## src/logic/mhs_pkg.sv

```systemverilog
// shared constants, register map and types of the host serial mode block
package mhs_pkg;
   // ------------------------------------------------------------
   // clocking and timing
   // ------------------------------------------------------------
   localparam int unsigned MHS_CLK_HZ        = 125000000;
   localparam int unsigned MHS_GUARD_UNIT_MS = 20;
   localparam int unsigned MHS_MS_PER_S      = 1000;
   localparam int          MHS_CW            = 20;
   localparam int unsigned MHS_RATES [8] = '{300, 1200, 2400, 9600,
                                             19200, 38400, 115200, 307200};

   // ------------------------------------------------------------
   // register map
   // ------------------------------------------------------------
   localparam int         MHS_AW         = 8;
   localparam logic [7:0] MHS_OFF_SERFMT = 8'h00;
   localparam logic [7:0] MHS_OFF_LINE   = 8'h04;
   localparam logic [7:0] MHS_OFF_PINFN  = 8'h08;
   localparam logic [7:0] MHS_OFF_ESCCHR = 8'h0c;
   localparam logic [7:0] MHS_OFF_GUARD  = 8'h10;
   localparam logic [7:0] MHS_OFF_PROTO  = 8'h14;
   localparam logic [7:0] MHS_OFF_CTRL   = 8'h18;
   localparam logic [7:0] MHS_OFF_STATUS = 8'h1c;

   localparam logic [2:0] MHS_RATE_RST   = 3'b010;
   localparam logic [7:0] MHS_ESC_RST    = 8'h2b;
   localparam logic [7:0] MHS_GUARD_RST  = 8'h32;
   localparam logic [7:0] MHS_GUARD_OFF  = 8'hff;
   localparam logic [1:0] MHS_PINFN_ESC  = 2'b11;
   localparam int         MHS_PINFN_LSB  = 4;
   localparam int         MHS_PROTO_SEC  = 0;
   localparam int         MHS_CTRL_CONN  = 0;
   localparam int         MHS_CTRL_CODE  = 1;
   localparam int         MHS_CTRL_ONL   = 3;

   // ------------------------------------------------------------
   // result characters
   // ------------------------------------------------------------
   localparam logic [7:0] MHS_CHR_C = 8'h63;
   localparam logic [7:0] MHS_CHR_D = 8'h64;
   localparam logic [7:0] MHS_CHR_V = 8'h76;
   localparam logic [7:0] MHS_CHR_N = 8'h4e;
   localparam logic [1:0] MHS_CODE_D = 2'b01;
   localparam logic [1:0] MHS_CODE_V = 2'b10;
   localparam logic [1:0] MHS_ESC_FULL = 2'd3;
   localparam logic [3:0] MHS_BITS8 = 4'd10;
   localparam logic [3:0] MHS_BITS9 = 4'd11;

   typedef struct packed {
      logic       nine;
      logic [2:0] rate;
   } mhs_serfmt_s;

   typedef struct packed {
      logic nine;
      logic ninth_bit_escape_enable;
   } mhs_linefmt_s;

   typedef enum logic {
      MHS_MODE_CMD  = 1'b0,
      MHS_MODE_DATA = 1'b1
   } mhs_mode_e;

   function automatic logic [MHS_CW-1:0] mhs_bit_cycles(input logic [2:0] code,
                                                       input int unsigned clk_hz);
      return MHS_CW'(clk_hz / MHS_RATES[code]);
   endfunction
endpackage

```

## src/logic/mhs_rx.sv

```systemverilog
// host-side asynchronous character receiver, mid-bit sampling
`timescale 1ns/1ps
`default_nettype none
module mhs_rx
   import mhs_pkg::*;
(
   input  wire logic              clk,      // device clock
   input  wire logic              rstn,     // async reset, active low
   input  wire logic              rxd,      // serial input from host
   input  wire logic [MHS_CW-1:0] bit_cyc,  // cycles per bit
   input  wire logic              nine,     // nine data bits
   output logic                   busy,     // frame in progress
   output logic [8:0]             data,     // received character
   output logic                   valid     // one-cycle strobe
);
   typedef enum logic [1:0] {
      RX_IDLE  = 2'b00,
      RX_START = 2'b01,
      RX_DATA  = 2'b10,
      RX_STOP  = 2'b11
   } mhs_rx_e;

   mhs_rx_e           state;
   logic [MHS_CW-1:0] cnt;
   logic [3:0]        idx;
   logic [8:0]        sh;
   wire               tick = (cnt == '0);
   wire  [3:0]        last = nine ? 4'd8 : 4'd7;

   assign busy = (state != RX_IDLE);

   // ------------------------------------------------------------
   // frame sequencer
   // ------------------------------------------------------------
   always_ff @(posedge clk or negedge rstn)
   begin
      if (!rstn)
      begin
         state <= RX_IDLE;
         cnt   <= '0;
         idx   <= '0;
         sh    <= '0;
         data  <= '0;
         valid <= 1'b0;
      end
      else
      begin
         valid <= 1'b0;
         cnt   <= tick ? bit_cyc - 1'b1 : cnt - 1'b1;
         unique case (state)
            RX_IDLE:
               if (!rxd)
               begin
                  state <= RX_START;
                  cnt   <= bit_cyc >> 1;
               end
            // recheck at centre; a glitch is dropped
            RX_START:
               if (tick)
               begin
                  state <= rxd ? RX_IDLE : RX_DATA;
                  idx   <= '0;
               end
            RX_DATA:
               if (tick)
               begin
                  sh  <= {rxd, sh[8:1]};
                  idx <= idx + 1'b1;
                  if (idx == last)
                     state <= RX_STOP;
               end
            // stop level is not checked, only its centre is awaited
            RX_STOP:
               if (tick)
               begin
                  state <= RX_IDLE;
                  valid <= 1'b1;
                  data  <= nine ? sh : {1'b0, sh[8:1]};
               end
         endcase
      end
   end
endmodule
`default_nettype wire

```

## src/logic/mhs_serial_mode_ctrl.sv

```systemverilog
// host serial port with command/data mode control and escape detection
`timescale 1ns/1ps
`default_nettype none
module mhs_serial_mode_ctrl #(
   parameter int unsigned CLK_HZ         = mhs_pkg::MHS_CLK_HZ,
   parameter int unsigned GUARD_UNIT_CYC = CLK_HZ / mhs_pkg::MHS_MS_PER_S
                                           * mhs_pkg::MHS_GUARD_UNIT_MS
)(
   input  wire logic                      pclk,               // clock
   input  wire logic                      presetn,            // async reset
   input  wire logic                      psel,               // apb select
   input  wire logic                      penable,            // apb enable
   input  wire logic                      pwrite,             // apb write
   input  wire logic [mhs_pkg::MHS_AW-1:0] paddr,             // apb address
   input  wire logic [31:0]               pwdata,             // apb write data
   output logic      [31:0]               prdata,             // apb read data
   output logic                           pready,             // apb ready
   output logic                           pslverr,            // apb error
   input  wire logic                      host_txd,           // serial from host
   output logic                           host_rxd,           // serial to host
   output logic                           clear_to_send_n,    // flow control
   input  wire logic                      escape_capable_pin, // escape pin
   input  wire logic                      line_carrier,       // carrier present
   output logic      [8:0]                line_tx_data,       // payload to line
   output logic                           line_tx_valid,      // payload valid
   input  wire logic                      line_tx_ready,      // line accepts
   input  wire logic [8:0]                line_rx_data,       // line to host
   input  wire logic                      line_rx_valid,      // line data valid
   output logic                           line_rx_ready,      // block accepts
   output logic      [8:0]                cmd_data,           // command char
   output logic                           cmd_valid,          // command strobe
   output logic                           data_mode           // in data mode
);
   import mhs_pkg::*;

   localparam int GW = $clog2(GUARD_UNIT_CYC + 1);

   // ------------------------------------------------------------
   // register file
   // ------------------------------------------------------------
   mhs_serfmt_s  serfmt;
   mhs_linefmt_s linefmt;
   logic [1:0]   pin_fn;
   logic [7:0]   esc_chr;
   logic [7:0]   guard;
   logic [7:0]   proto;

   wire wr_en   = psel & penable & pwrite;
   wire sel_ser = (paddr == MHS_OFF_SERFMT);
   wire sel_lin = (paddr == MHS_OFF_LINE);
   wire sel_pin = (paddr == MHS_OFF_PINFN);
   wire sel_esc = (paddr == MHS_OFF_ESCCHR);
   wire sel_grd = (paddr == MHS_OFF_GUARD);
   wire sel_pro = (paddr == MHS_OFF_PROTO);
   wire sel_ctl = (paddr == MHS_OFF_CTRL);
   wire sel_sta = (paddr == MHS_OFF_STATUS);
   wire mapped  = sel_ser | sel_lin | sel_pin | sel_esc | sel_grd
                | sel_pro | sel_ctl | sel_sta;

   wire conn_req   = wr_en & sel_ctl & pwdata[MHS_CTRL_CONN];
   wire online_req = wr_en & sel_ctl & pwdata[MHS_CTRL_ONL];
   wire [1:0] code = pwdata[MHS_CTRL_CODE +: 2];

   assign pready  = 1'b1;
   assign pslverr = psel & penable & ~mapped;

   always_ff @(posedge pclk or negedge presetn)
   begin
      if (!presetn)
      begin
         serfmt  <= '{nine: 1'b0, rate: MHS_RATE_RST};
         linefmt <= '0;
         pin_fn  <= '0;
         esc_chr <= MHS_ESC_RST;
         guard   <= MHS_GUARD_RST;
         proto   <= '0;
      end
      else if (wr_en)
      begin
         if (sel_ser)
            serfmt <= mhs_serfmt_s'(pwdata[3:0]);
         if (sel_lin)
            linefmt <= mhs_linefmt_s'(pwdata[1:0]);
         if (sel_pin)
            pin_fn <= pwdata[MHS_PINFN_LSB +: 2];
         if (sel_esc)
            esc_chr <= pwdata[7:0];
         if (sel_grd)
            guard <= pwdata[7:0];
         if (sel_pro)
            proto <= pwdata[7:0];
      end
   end

   // ------------------------------------------------------------
   // receiver and state
   // ------------------------------------------------------------
   mhs_mode_e   mode;
   mhs_mode_e   next_mode;
   logic        rx_busy;
   logic        rx_busy_q;
   logic [8:0]  rx_data;
   logic        rx_valid;
   logic        tx_busy;
   logic [10:0] tx_sr;
   logic [3:0]  tx_left;
   logic [MHS_CW-1:0] tx_cnt;
   logic        res_pend;
   logic [7:0]  res_chr;
   logic [1:0]  esc_cnt;
   logic [1:0]  next_esc_cnt;
   logic [GW-1:0] unit_cnt;
   logic [7:0]  idle_units;
   logic        pre_quiet;
   logic        pin_q;
   logic        car_q;

   wire [MHS_CW-1:0] bit_cyc = mhs_bit_cycles(serfmt.rate, CLK_HZ);
   wire is_data  = (mode == MHS_MODE_DATA);
   wire rx_start = rx_busy & ~rx_busy_q;

   mhs_rx u_rx (
      .clk     (pclk),
      .rstn    (presetn),
      .rxd     (host_txd),
      .bit_cyc (bit_cyc),
      .nine    (serfmt.nine),
      .busy    (rx_busy),
      .data    (rx_data),
      .valid   (rx_valid)
   );

   // ------------------------------------------------------------
   // escape detection
   // ------------------------------------------------------------
   // ninth-bit escape
   wire nb_esc = rx_valid & is_data & serfmt.nine & linefmt.ninth_bit_escape_enable
               & ~proto[MHS_PROTO_SEC] & rx_data[8];
   wire pin_esc = is_data & (pin_fn == MHS_PINFN_ESC)
                & escape_capable_pin & ~pin_q;
   wire car_lost = is_data & car_q & ~line_carrier;

   // guard silence measured in units; a zero guard is always met
   wire unit_tick = (unit_cnt == GW'(GUARD_UNIT_CYC - 1));
   wire quiet     = (idle_units >= guard);
   wire seq_en    = is_data & (guard != MHS_GUARD_OFF);
   wire plus_done = (esc_cnt == MHS_ESC_FULL) & quiet & ~rx_busy;
   wire is_esc    = (rx_data[7:0] == esc_chr);
   wire escape    = nb_esc | pin_esc | plus_done | car_lost;

   always_comb
   begin
      next_esc_cnt = esc_cnt;
      if (!seq_en || plus_done)
         next_esc_cnt = '0;
      else if (rx_valid)
      begin
         // first char needs silence before it
         if (is_esc && esc_cnt != MHS_ESC_FULL && (esc_cnt != '0 || pre_quiet))
            next_esc_cnt = esc_cnt + 1'b1;
         else
            next_esc_cnt = '0;
      end
      else if (rx_start && esc_cnt == MHS_ESC_FULL)
         next_esc_cnt = '0;
   end

   always_ff @(posedge pclk or negedge presetn)
   begin
      if (!presetn)
      begin
         unit_cnt   <= '0;
         idle_units <= '0;
         pre_quiet  <= 1'b0;
         esc_cnt    <= '0;
         rx_busy_q  <= 1'b0;
         pin_q      <= 1'b0;
         car_q      <= 1'b0;
      end
      else
      begin
         rx_busy_q <= rx_busy;
         pin_q     <= escape_capable_pin;
         car_q     <= line_carrier;
         esc_cnt   <= next_esc_cnt;
         unit_cnt  <= (rx_busy | unit_tick) ? '0 : unit_cnt + 1'b1;
         if (rx_busy)
            idle_units <= '0;
         else if (unit_tick && idle_units != MHS_GUARD_OFF)
            idle_units <= idle_units + 1'b1;
         if (rx_start)
            pre_quiet <= quiet;
      end
   end

   // ------------------------------------------------------------
   // mode control
   // ------------------------------------------------------------
   always_comb
   begin
      next_mode = mode;
      unique case (mode)
         MHS_MODE_CMD:
            if (conn_req || online_req)
               next_mode = MHS_MODE_DATA;
         MHS_MODE_DATA:
            if (escape)
               next_mode = MHS_MODE_CMD;
      endcase
   end

   wire res_take = ~tx_busy & res_pend;

   always_ff @(posedge pclk or negedge presetn)
   begin
      if (!presetn)
      begin
         mode     <= MHS_MODE_CMD;
         res_pend <= 1'b0;
         res_chr  <= '0;
      end
      else
      begin
         mode <= next_mode;
         if (res_take)
            res_pend <= 1'b0;
         if (car_lost)
         begin
            res_pend <= 1'b1;
            res_chr  <= MHS_CHR_N;
         end
         else if (conn_req && !is_data)
         begin
            res_pend <= 1'b1;
            res_chr  <= (code == MHS_CODE_D) ? MHS_CHR_D
                      : (code == MHS_CODE_V) ? MHS_CHR_V : MHS_CHR_C;
         end
      end
   end

   // ------------------------------------------------------------
   // host character routing
   // ------------------------------------------------------------
   // drop msb; zero msb when line is wider
   wire [8:0] to_line = {serfmt.nine & linefmt.nine & rx_data[8], rx_data[7:0]};

   always_ff @(posedge pclk or negedge presetn)
   begin
      if (!presetn)
      begin
         cmd_valid     <= 1'b0;
         cmd_data      <= '0;
         line_tx_valid <= 1'b0;
         line_tx_data  <= '0;
      end
      else
      begin
         cmd_valid <= rx_valid & ~is_data;
         if (rx_valid && !is_data)
            cmd_data <= rx_data;
         if (line_tx_ready)
            line_tx_valid <= 1'b0;
         if (rx_valid && is_data && !nb_esc)
         begin
            line_tx_valid <= 1'b1;
            line_tx_data  <= to_line;
         end
      end
   end

   // held off while receiving or holding a char
   assign clear_to_send_n = rx_busy | line_tx_valid;
   assign data_mode       = is_data;

   // ------------------------------------------------------------
   // transmitter to host
   // ------------------------------------------------------------
   assign line_rx_ready = ~tx_busy & ~res_pend & is_data;
   wire       tx_load = res_take | (line_rx_ready & line_rx_valid);
   wire [8:0] tx_chr  = res_pend ? {1'b0, res_chr}
                      : {line_rx_data[8] & linefmt.nine, line_rx_data[7:0]};
   // start low, lsb first, stop high
   wire [10:0] frame  = serfmt.nine ? {1'b1, tx_chr, 1'b0}
                      : {2'b11, tx_chr[7:0], 1'b0};

   assign host_rxd = tx_sr[0];

   always_ff @(posedge pclk or negedge presetn)
   begin
      if (!presetn)
      begin
         tx_busy <= 1'b0;
         tx_sr   <= '1;
         tx_left <= '0;
         tx_cnt  <= '0;
      end
      else if (tx_load)
      begin
         tx_busy <= 1'b1;
         tx_sr   <= frame;
         tx_left <= serfmt.nine ? MHS_BITS9 : MHS_BITS8;
         tx_cnt  <= bit_cyc - 1'b1;
      end
      else if (tx_busy)
      begin
         tx_cnt <= (tx_cnt == '0) ? bit_cyc - 1'b1 : tx_cnt - 1'b1;
         if (tx_cnt == '0)
         begin
            tx_sr   <= {1'b1, tx_sr[10:1]};
            tx_left <= tx_left - 1'b1;
            tx_busy <= (tx_left != 4'd1);
         end
      end
   end

   // ------------------------------------------------------------
   // read data
   // ------------------------------------------------------------
   wire [31:0] status = {24'h0, line_carrier, res_pend, esc_cnt, tx_busy,
                         rx_busy, ~clear_to_send_n, is_data};
   wire [31:0] rd_val = sel_ser ? {28'h0, serfmt}
                      : sel_lin ? {30'h0, linefmt}
                      : sel_pin ? {26'h0, pin_fn, 4'h0}
                      : sel_esc ? {24'h0, esc_chr}
                      : sel_grd ? {24'h0, guard}
                      : sel_pro ? {24'h0, proto}
                      : sel_sta ? status : 32'h0;

   always_ff @(posedge pclk or negedge presetn)
   begin
      if (!presetn)
         prdata <= '0;
      else if (psel && !penable && !pwrite)
         prdata <= rd_val;
   end
endmodule
`default_nettype wire

```

## config.mk

```make
export PLATFORM = sky130hd
export DESIGN_NAME = mhs_serial_mode_ctrl
export DESIGN_NICKNAME = d
export VERILOG_FILES = /design/src/logic/mhs_pkg.sv /design/src/logic/mhs_rx.sv /design/src/logic/mhs_serial_mode_ctrl.sv
export SDC_FILE = /design/constraint.sdc
export NUM_CORES = 1
export LEC_CHECK = 0
export BUFFER_PORTS_ARGS = -buffer_cell sky130_fd_sc_hd__buf_2
export CAP_MARGIN = 15
export CORE_MARGIN = 2
export CORE_UTILIZATION = 43
export CTS_BUF_LIST = sky130_fd_sc_hd__clkbuf_2
export DETAILED_ROUTE_END_ITERATION = 7
export SYNTH_ARGS = -nofsm -noshare
export SYNTH_HDL_FRONTEND = slang
export SYNTH_SLANG_ARGS = --single-unit
```

## constraint.sdc

```tcl
create_clock -name pclk -period 112.4 [get_ports pclk]
set_clock_uncertainty 0.15 [all_clocks]
set_input_delay 22.48 -clock pclk [delete_from_list [all_inputs] [get_ports pclk]]
set_output_delay 22.48 -clock pclk [all_outputs]
set_load 0.01 [all_outputs]
```

==> results of run 1 <==
==> cells by family after synthesis <==
group                    after synthesis  synth area share, %
buffers and inverters                344                 5.00
other                                  2               0.0255
AND/OR/NAND/NOR                     1524                 26.1
flip-flops                           185                 15.8
AO/OA/AOI/OAI                       1222                 28.5
multiplexers                         158                 5.96
XOR/XNOR                             259                 7.74
adder cells (fa/ha/maj)              255                 10.8
==> final cells by class <==
type | count | area (um2) | share of cell area [%]
Clock buffer | 18 | 90.1 | 0.293
Antenna cell | 1 | 2.50 | 0.00814
Tap cell | 873 | 1090 | 3.55
Inverter | 133 | 502 | 1.63
Sequential cell | 185 | 4650 | 15.1
Timing Repair Buffer | 130 | 817 | 2.66
Clock inverter | 14 | 156 | 0.509
Multi-Input combinational cell | 3448 | 23400 | 76.2
==> cells in the mapped netlist (16+ instances only) <==
| cell type | n |
|---|---|
| a211o_1 | 28 |
| a211oi_1 | 49 |
| a21o_1 | 82 |
| a21oi_1 | 282 |
| a22oi_1 | 18 |
| a311oi_1 | 16 |
| a31oi_1 | 61 |
| and2_1 | 56 |
| and3_1 | 60 |
| and4_1 | 21 |
| buf_1 | 30 |
| buf_2 | 27 |
| buf_4 | 30 |
| clkbuf_1 | 119 |
| dfrtp_1 | 167 |
| dfstp_2 | 18 |
| ha_1 | 254 |
| inv_1 | 119 |
| mux2_2 | 77 |
| mux2i_1 | 67 |
| nand2_1 | 400 |
| nand2b_1 | 54 |
| nand3_1 | 124 |
| nand3b_1 | 17 |
| nand4_1 | 60 |
| nor2_1 | 369 |
| nor2b_1 | 45 |
| nor3_1 | 116 |
| nor4_1 | 30 |
| o211ai_1 | 51 |
| o21a_1 | 40 |
| o21ai_0 | 266 |
| o21ai_1 | 18 |
| o22ai_1 | 23 |
| o31a_1 | 16 |
| o31ai_1 | 31 |
| or2_2 | 19 |
| or3_1 | 54 |
| or4_1 | 22 |
| xnor2_1 | 177 |
| xor2_1 | 81 |
==> worst min-delay path: cells and delay by family, from the launching register on <==
family | cells | cell delay [ps]
AOI/OAI and AO/OA | 1 | 60
DFF | 1 | 440
and+or+nand+nor | 1 | 40
==> through the flow <==
step | cell area [um2] | instances | utilization [%] | hold WS (ps) | setup WS [ps]
2_1_floorplan | 29500 | 3977 | - | 288 | 64190
3_3_place_gp | 30500 | 4769 | 45.3 | 304 | 56040
3_5_place_dp | 30500 | 4769 | 45.3 | 314 | 55870
4_1_cts | 30700 | 4801 | 45.6 | 350 | 55660
5_1_grt | 30700 | 4802 | 45.6 | 375 | 50110
6_report | 30700 | 4802 | 45.6 | 347 | 54730
==> routing by layer <==
layer	vias to the layer above	wire [um]	track usage [%]	share of wire, %
met5	-	13	0	0.012
met4	2	4190	10.9	4.0
met3	237	7850	3.73	7.5
met2	1248	46000	46.2	44
met1	14600	47000	40.5	45
li1	14600	-	-	-
==> worst max path at each step <==
stage,start,slack (ps),endpoint,cells past startpoint
2_1_floorplan,serfmt[1],64190,tx_cnt[18],259
3_3_place_gp,serfmt[0],56040,tx_cnt[18],239
3_5_place_dp,serfmt[0],55870,tx_cnt[18],237
4_1_cts,serfmt[0],55660,tx_cnt[16],233
5_1_grt,serfmt[0],50110,tx_cnt[18],244
6_report,serfmt[0],54730,tx_cnt[18],237
==> flip-flops by register name, summed over array words and instances, names as in the netlist, 9 cells and up, named ones only <==
register      flops
u_rx.data         9
cmd_data          9
unit_cnt         22
u_rx.sh           9
tx_cnt           20
u_rx.cnt         20
line_tx_data      9
tx_sr            10
==> summary.md, run 1 <==
| Metric | Value |
|---|---|
| Routed Wire Length | `105,000 um` |
| Vias/cell | `6.39` |
| Dominant cell type by area after synthesis | `dfrtp_1` |
| Worst-Margin Slew | `1120 ps` |
| Final setup viols | `0` |
| Fmax | `17.3 MHz` |
| Synth cell types | `about 140` |
| Hold Path Depth | `2` |
| Mapped Cells | `3,949` |
| Largest net degree at the start of global routing | `around 130` |
| I/O Pins | `around 120` |
| CTS tree | `built` |
| Post_cts resized | `0` |
| Share of cells above drive strength 1 | `between 10% and 20%` |
| Hold Buf Count CTS | `0` |
| Syn_area_per_cell | `~7.4 um2` |
| Area contributors post-synth | `dfrtp_1, ha_1, xnor2_1` |
| Crit end category | `register` |
| Clock Tree Root | `clkbuf_2` |
| Top_reg_cell synth | `dfrtp_1` |
| Fin crit period | `between 50,000 and 60,000 ps` |
| Synthesis-stage register bit count | `185` |
| Unrepaired setup endpoints after global routing | `false` |
| Synthesized cell area | `between 0.02 and 0.03 mm2` |
| Slew HR | `between 20% and 30%` |
| CTS buffer count | `17` |
| Most frequent cells in the layout | `nand2_1, nor2_1, a21oi_1, o21ai_0, ha_1` |
| Core box area | `roughly 0.067 mm2` |
| DRT iter0 DRCs | `approximately 3,100` |
| CTS H-tree lvls | `4` |
| First drt pass iteration count | `6` |
| Setup bufs post-CTS | `0` |
| Setup TNS | `0 ps` |
| Syn. warnings | `0` |
| Initial antenna violation count | `2` |
| DRC viols | `0` |
| Die width | `~270 um` |
| Vias | `30,700` |
| Crit Path Class | `register to register` |
| Tcrit/Tclk final | `51.3%` |
| Worst reg-to-reg path cell count | `237` |
| Startpoint Class | `register` |
| Worst Path Buf+Inv | `17` |
| Routed len/inst | `approximately 22 um` |
| Worst r2r src | `serfmt[0]` |
| Worst path max stage delay | `870 ps` |
| CP max FO | `31` |
| R2R Setup Slk | `approximately 55,000 ps` |
| Gpl congestion | `~0.94` |
| Min-Delay Startpoint | `tx_sr[6]` |
| # fillers | `just under 7,000` |
| Worst skew pair latency | `roughly 810 ps` |
| First-pass GRT wire length | `about 160,000 um` |
| Clk pin slew, worst setup/hold paths | `around 300 ps` |
| Slowest CP cell | `or4b_1` |
| CTS sink cnt | `about 190` |
| Longest Clk Path Bufs | `2` |
| GRT Util Overall | `between 20% and 30%` |
| # rows | `95` |
| IO buf count | `between 60 and 70` |
| CP Data Required Time | `between 100,000 and 150,000 ps` |
| Status | `complete, no violations` |
| Most common cell after layout, fill and taps aside | `nand2_1` |
| Vias in the first global route | `between 20,000 and 30,000` |
| Capturing point of the worst reg2reg path | `tx_cnt[18]` |
| Global route overflow | `0` |
| HPWL after DPL | `between 70,000 and 80,000 um` |
| Part of the Yosys area used for sequential elements | `~16%` |
| Top cell by count, worst path | `ha_1` |
| Max_cap viols | `0` |
| Synth top area share | `between 10 and 15%` |
| Hold EP | `tx_sr[6]` |
| Final hold vios | `0` |
| Initial Util | `between 40% and 50%` |
| Top delay family on crit path | `compound AO/OA/AOI/OAI gates` |
| Asr flop ratio synth | `100%` |
| Number of synthesized flops with an enable pin | `0` |
| Die area | `0.0705 mm2` |
| HP Class | `register to register` |
| Final Max Tran Viols | `0` |
| # nets final | `4,228` |
| Worst Path Arrival | `58,270 ps` |
| Die Span Y | `266 um` |
| Post-route ant nets | `0` |
| P&R area growth vs syn | `4.55%` |
Power of run 1 is not shown: default switching activity piles up to over one toggle a cycle in this logic, so the estimate is an artifact.
==> run 2: changes to the inputs <==
- clock period: 112.4 -> 57.8 ns (I/O delays scaled with it)
==> run 2 against run 1 <==
First-iteration DRC count fell by 2.2%; cell area grew 0.91%; core utilization is 0.42 points higher; flip-flop and latch count did not move; final cell count grew 0.50%; count of clock-buffer cells in the layout decreased by 1; worst setup slack lost 51000 ps; sequential share of layout area down 0.14 points; largest cell class unchanged.
==> summary.md, run 2 (same netlist as run 1, synthesis figures left out) <==
| Metric | Value |
|---|---|
| Status | `complete, no violations (unchanged)` |
| Post-route ant nets | `0 (unchanged)` |
| # rows | `95 (unchanged)` |
| Share of cells above drive strength 1 | `10.9% (was 10.1%)` |
| Fmax | `18.6 MHz (was 17.3 MHz)` |
| # nets final | `4,252 (was 4,228)` |
| Vias | `30,700 (about the same)` |
| CTS H-tree lvls | `4 (unchanged)` |
| Initial Util | `43.6% (unchanged)` |
| Routed len/inst | `21.9 um (about the same)` |
| Longest Clk Path Bufs | `2 (unchanged)` |
| Clock Tree Root | `clkbuf_2 (unchanged)` |
| Crit Path Class | `register to register (unchanged)` |
| Most frequent cells in the layout | `nand2_1, nor2_1, a21oi_1, o21ai_0, ha_1 (unchanged)` |
| Worst Path Arrival | `54,300 ps (was 58,270 ps)` |
| Setup TNS | `0 ps (unchanged)` |
| Final setup viols | `0 (unchanged)` |
| Final hold vios | `0 (unchanged)` |
| Routed Wire Length | `106,000 um (was 105,000 um)` |
| CP Data Required Time | `58,370 ps (was 112,990 ps)` |
| Vias/cell | `6.37 (was 6.39)` |
| Most common cell after layout, fill and taps aside | `nand2_1 (unchanged)` |
| GRT Util Overall | `29.2% (about the same)` |
| HP Class | `register to register (unchanged)` |
| Core box area | `0.0674 mm2 (unchanged)` |
| Global route overflow | `0 (unchanged)` |
| Max FFs per register | `22 (unchanged)` |
| Crit end category | `register (unchanged)` |
| CTS tree | `built (unchanged)` |
| Die width | `266 um (unchanged)` |
| IO buf count | `67 (unchanged)` |
| Slew HR | `30.7% (was 25.4%)` |
| CP max FO | `31 (unchanged)` |
| Slowest CP cell | `dfstp_2 (was or4b_1)` |
| # fillers | `6,857 (was 6,883)` |
| Hold Buf Count CTS | `0 (unchanged)` |
| Tcrit/Tclk final | `93.0% (was 51.3%)` |
| Final Max Tran Viols | `0 (unchanged)` |
| Fin Hold WS | `342 ps (was 347 ps)` |
| Initial antenna violation count | `1 (was 2)` |
| Vias in the first global route | `28,500 (was 28,600)` |
| CTS sink cnt | `185 (unchanged)` |
| Worst path max stage delay | `810 ps (was 870 ps)` |
| Fin crit period | `53,730 ps (was 57,670 ps)` |
| Startpoint Class | `register (unchanged)` |
| Top flop regs | `unit_cnt: 22 flops, tx_cnt: 20 flops, u_rx.cnt: 20 flops (unchanged)` |
| Die Span Y | `266 um (unchanged)` |
| Worst skew pair latency | `760 ps (was 810 ps)` |
| Max_cap viols | `0 (unchanged)` |
| DRC viols | `0 (unchanged)` |
| Top cell by count, worst path | `ha_1 (unchanged)` |
| I/O Pins | `117 (unchanged)` |
| R2R Setup Slk | `4070 ps (was 54,730 ps)` |
| Worst-Margin Slew | `1030 ps (was 1120 ps)` |
| CTS buffer count | `17 (unchanged)` |
| Top reg by flops | `unit_cnt (unchanged)` |
| First drt pass iteration count | `7 (was 6)` |
| P&R area growth vs syn | `5.50% (was 4.55%)` |
| Unrepaired setup endpoints after global routing | `false (unchanged)` |
| Largest net degree at the start of global routing | `113 (was 129)` |
| HPWL after DPL | `78,900 um (was 78,300 um)` |
| First-pass GRT wire length | `165,000 um (about the same)` |
| DRT iter0 DRCs | `3,024 (was 3,093)` |
| Gpl congestion | `0.950 (was 0.941)` |
| Die area | `0.0705 mm2 (unchanged)` |
| Clk pin slew, worst setup/hold paths | `320 ps (was 300 ps)` |
## run 2: cell types whose count changed in the layout (fill, tap and decap cells not counted), moves of 2 or more
cell	before	now
buf_4	63	86
nand2_2	2	4
nand2_1	400	398
o21ai_2	4	6
clkinv_2	2	0
nor2_1	369	367
o21ai_1	17	15
nor2_2	1	3
inv_6	4	2
## run 2: worst paths after layout
kind | start | endpoint | cells past startpoint
worst max-delay path | serfmt[1] | tx_cnt[18] | 231
worst min-delay path | tx_sr[2] | tx_sr[2] | 2
worst max register to register | serfmt[1] | tx_cnt[18] | 231
worst min register to register | tx_sr[2] | tx_sr[2] | 2
max in group asynchronous | presetn | guard[7] | 2
min in group asynchronous | presetn | tx_cnt[12] | 1
## run 2: cell type report
class	count	area [um2]	share of cell area (%)
multi-input combinational	3448	23500	75.6
inverter	133	502	1.62
tap	873	1090	3.52
sequential	185	4650	15.0
clock inverter	15	206	0.665
timing repair buffer	154	1020	3.28
clock buffer	17	85.1	0.274
antenna	1	2.50	0.00807
## run 2: per-stage QoR
| stage | instances | util [%] | setup slack, ps | cell area [um2] |
|---|---|---|---|---|
| final | 4826 | 46.0 | 4070 | 31000 |
| after global routing | 4826 | 46.0 | 116 | 31000 |
| after CTS | 4818 | 45.9 | 3030 | 30900 |
| after detailed placement | 4786 | 45.4 | 3070 | 30600 |
| after global placement | 4786 | 45.4 | 3380 | 30600 |
| after floorplan | 3977 | - | 9590 | 29500 |
## run 2: per-layer routing
| layer | wire length, um | global-route usage, % | up-vias |
|---|---|---|---|
| met4 | 4510 | 11.5 | 0 |
| met2 | 45700 | 45.5 | 1238 |
| met3 | 7840 | 3.59 | 234 |
| met1 | 47900 | 41.0 | 14600 |
| li1 | - | - | 14700 |
| met5 | 0 | 0 | - |
## run 2: what timing repair did
action / 4_1_cts / 5_1_grt
setup endpoints to repair: 0 / 26
resized for setup: 0 / 11
buffers inserted: 0 / 6
## run 2: critical path: cells and delay by family (launching register included)
family,cells,cell delay (ps)
multiplexers,4,1370
AO/OA/AOI/OAI,96,21610
buffers and inverters,13,2770
adder cells (fa/ha/maj),25,8340
flip-flops,1,810
XOR/XNOR,8,1470
AND/OR/NAND/NOR,85,17160
Power of run 2 is left out for the same reason.
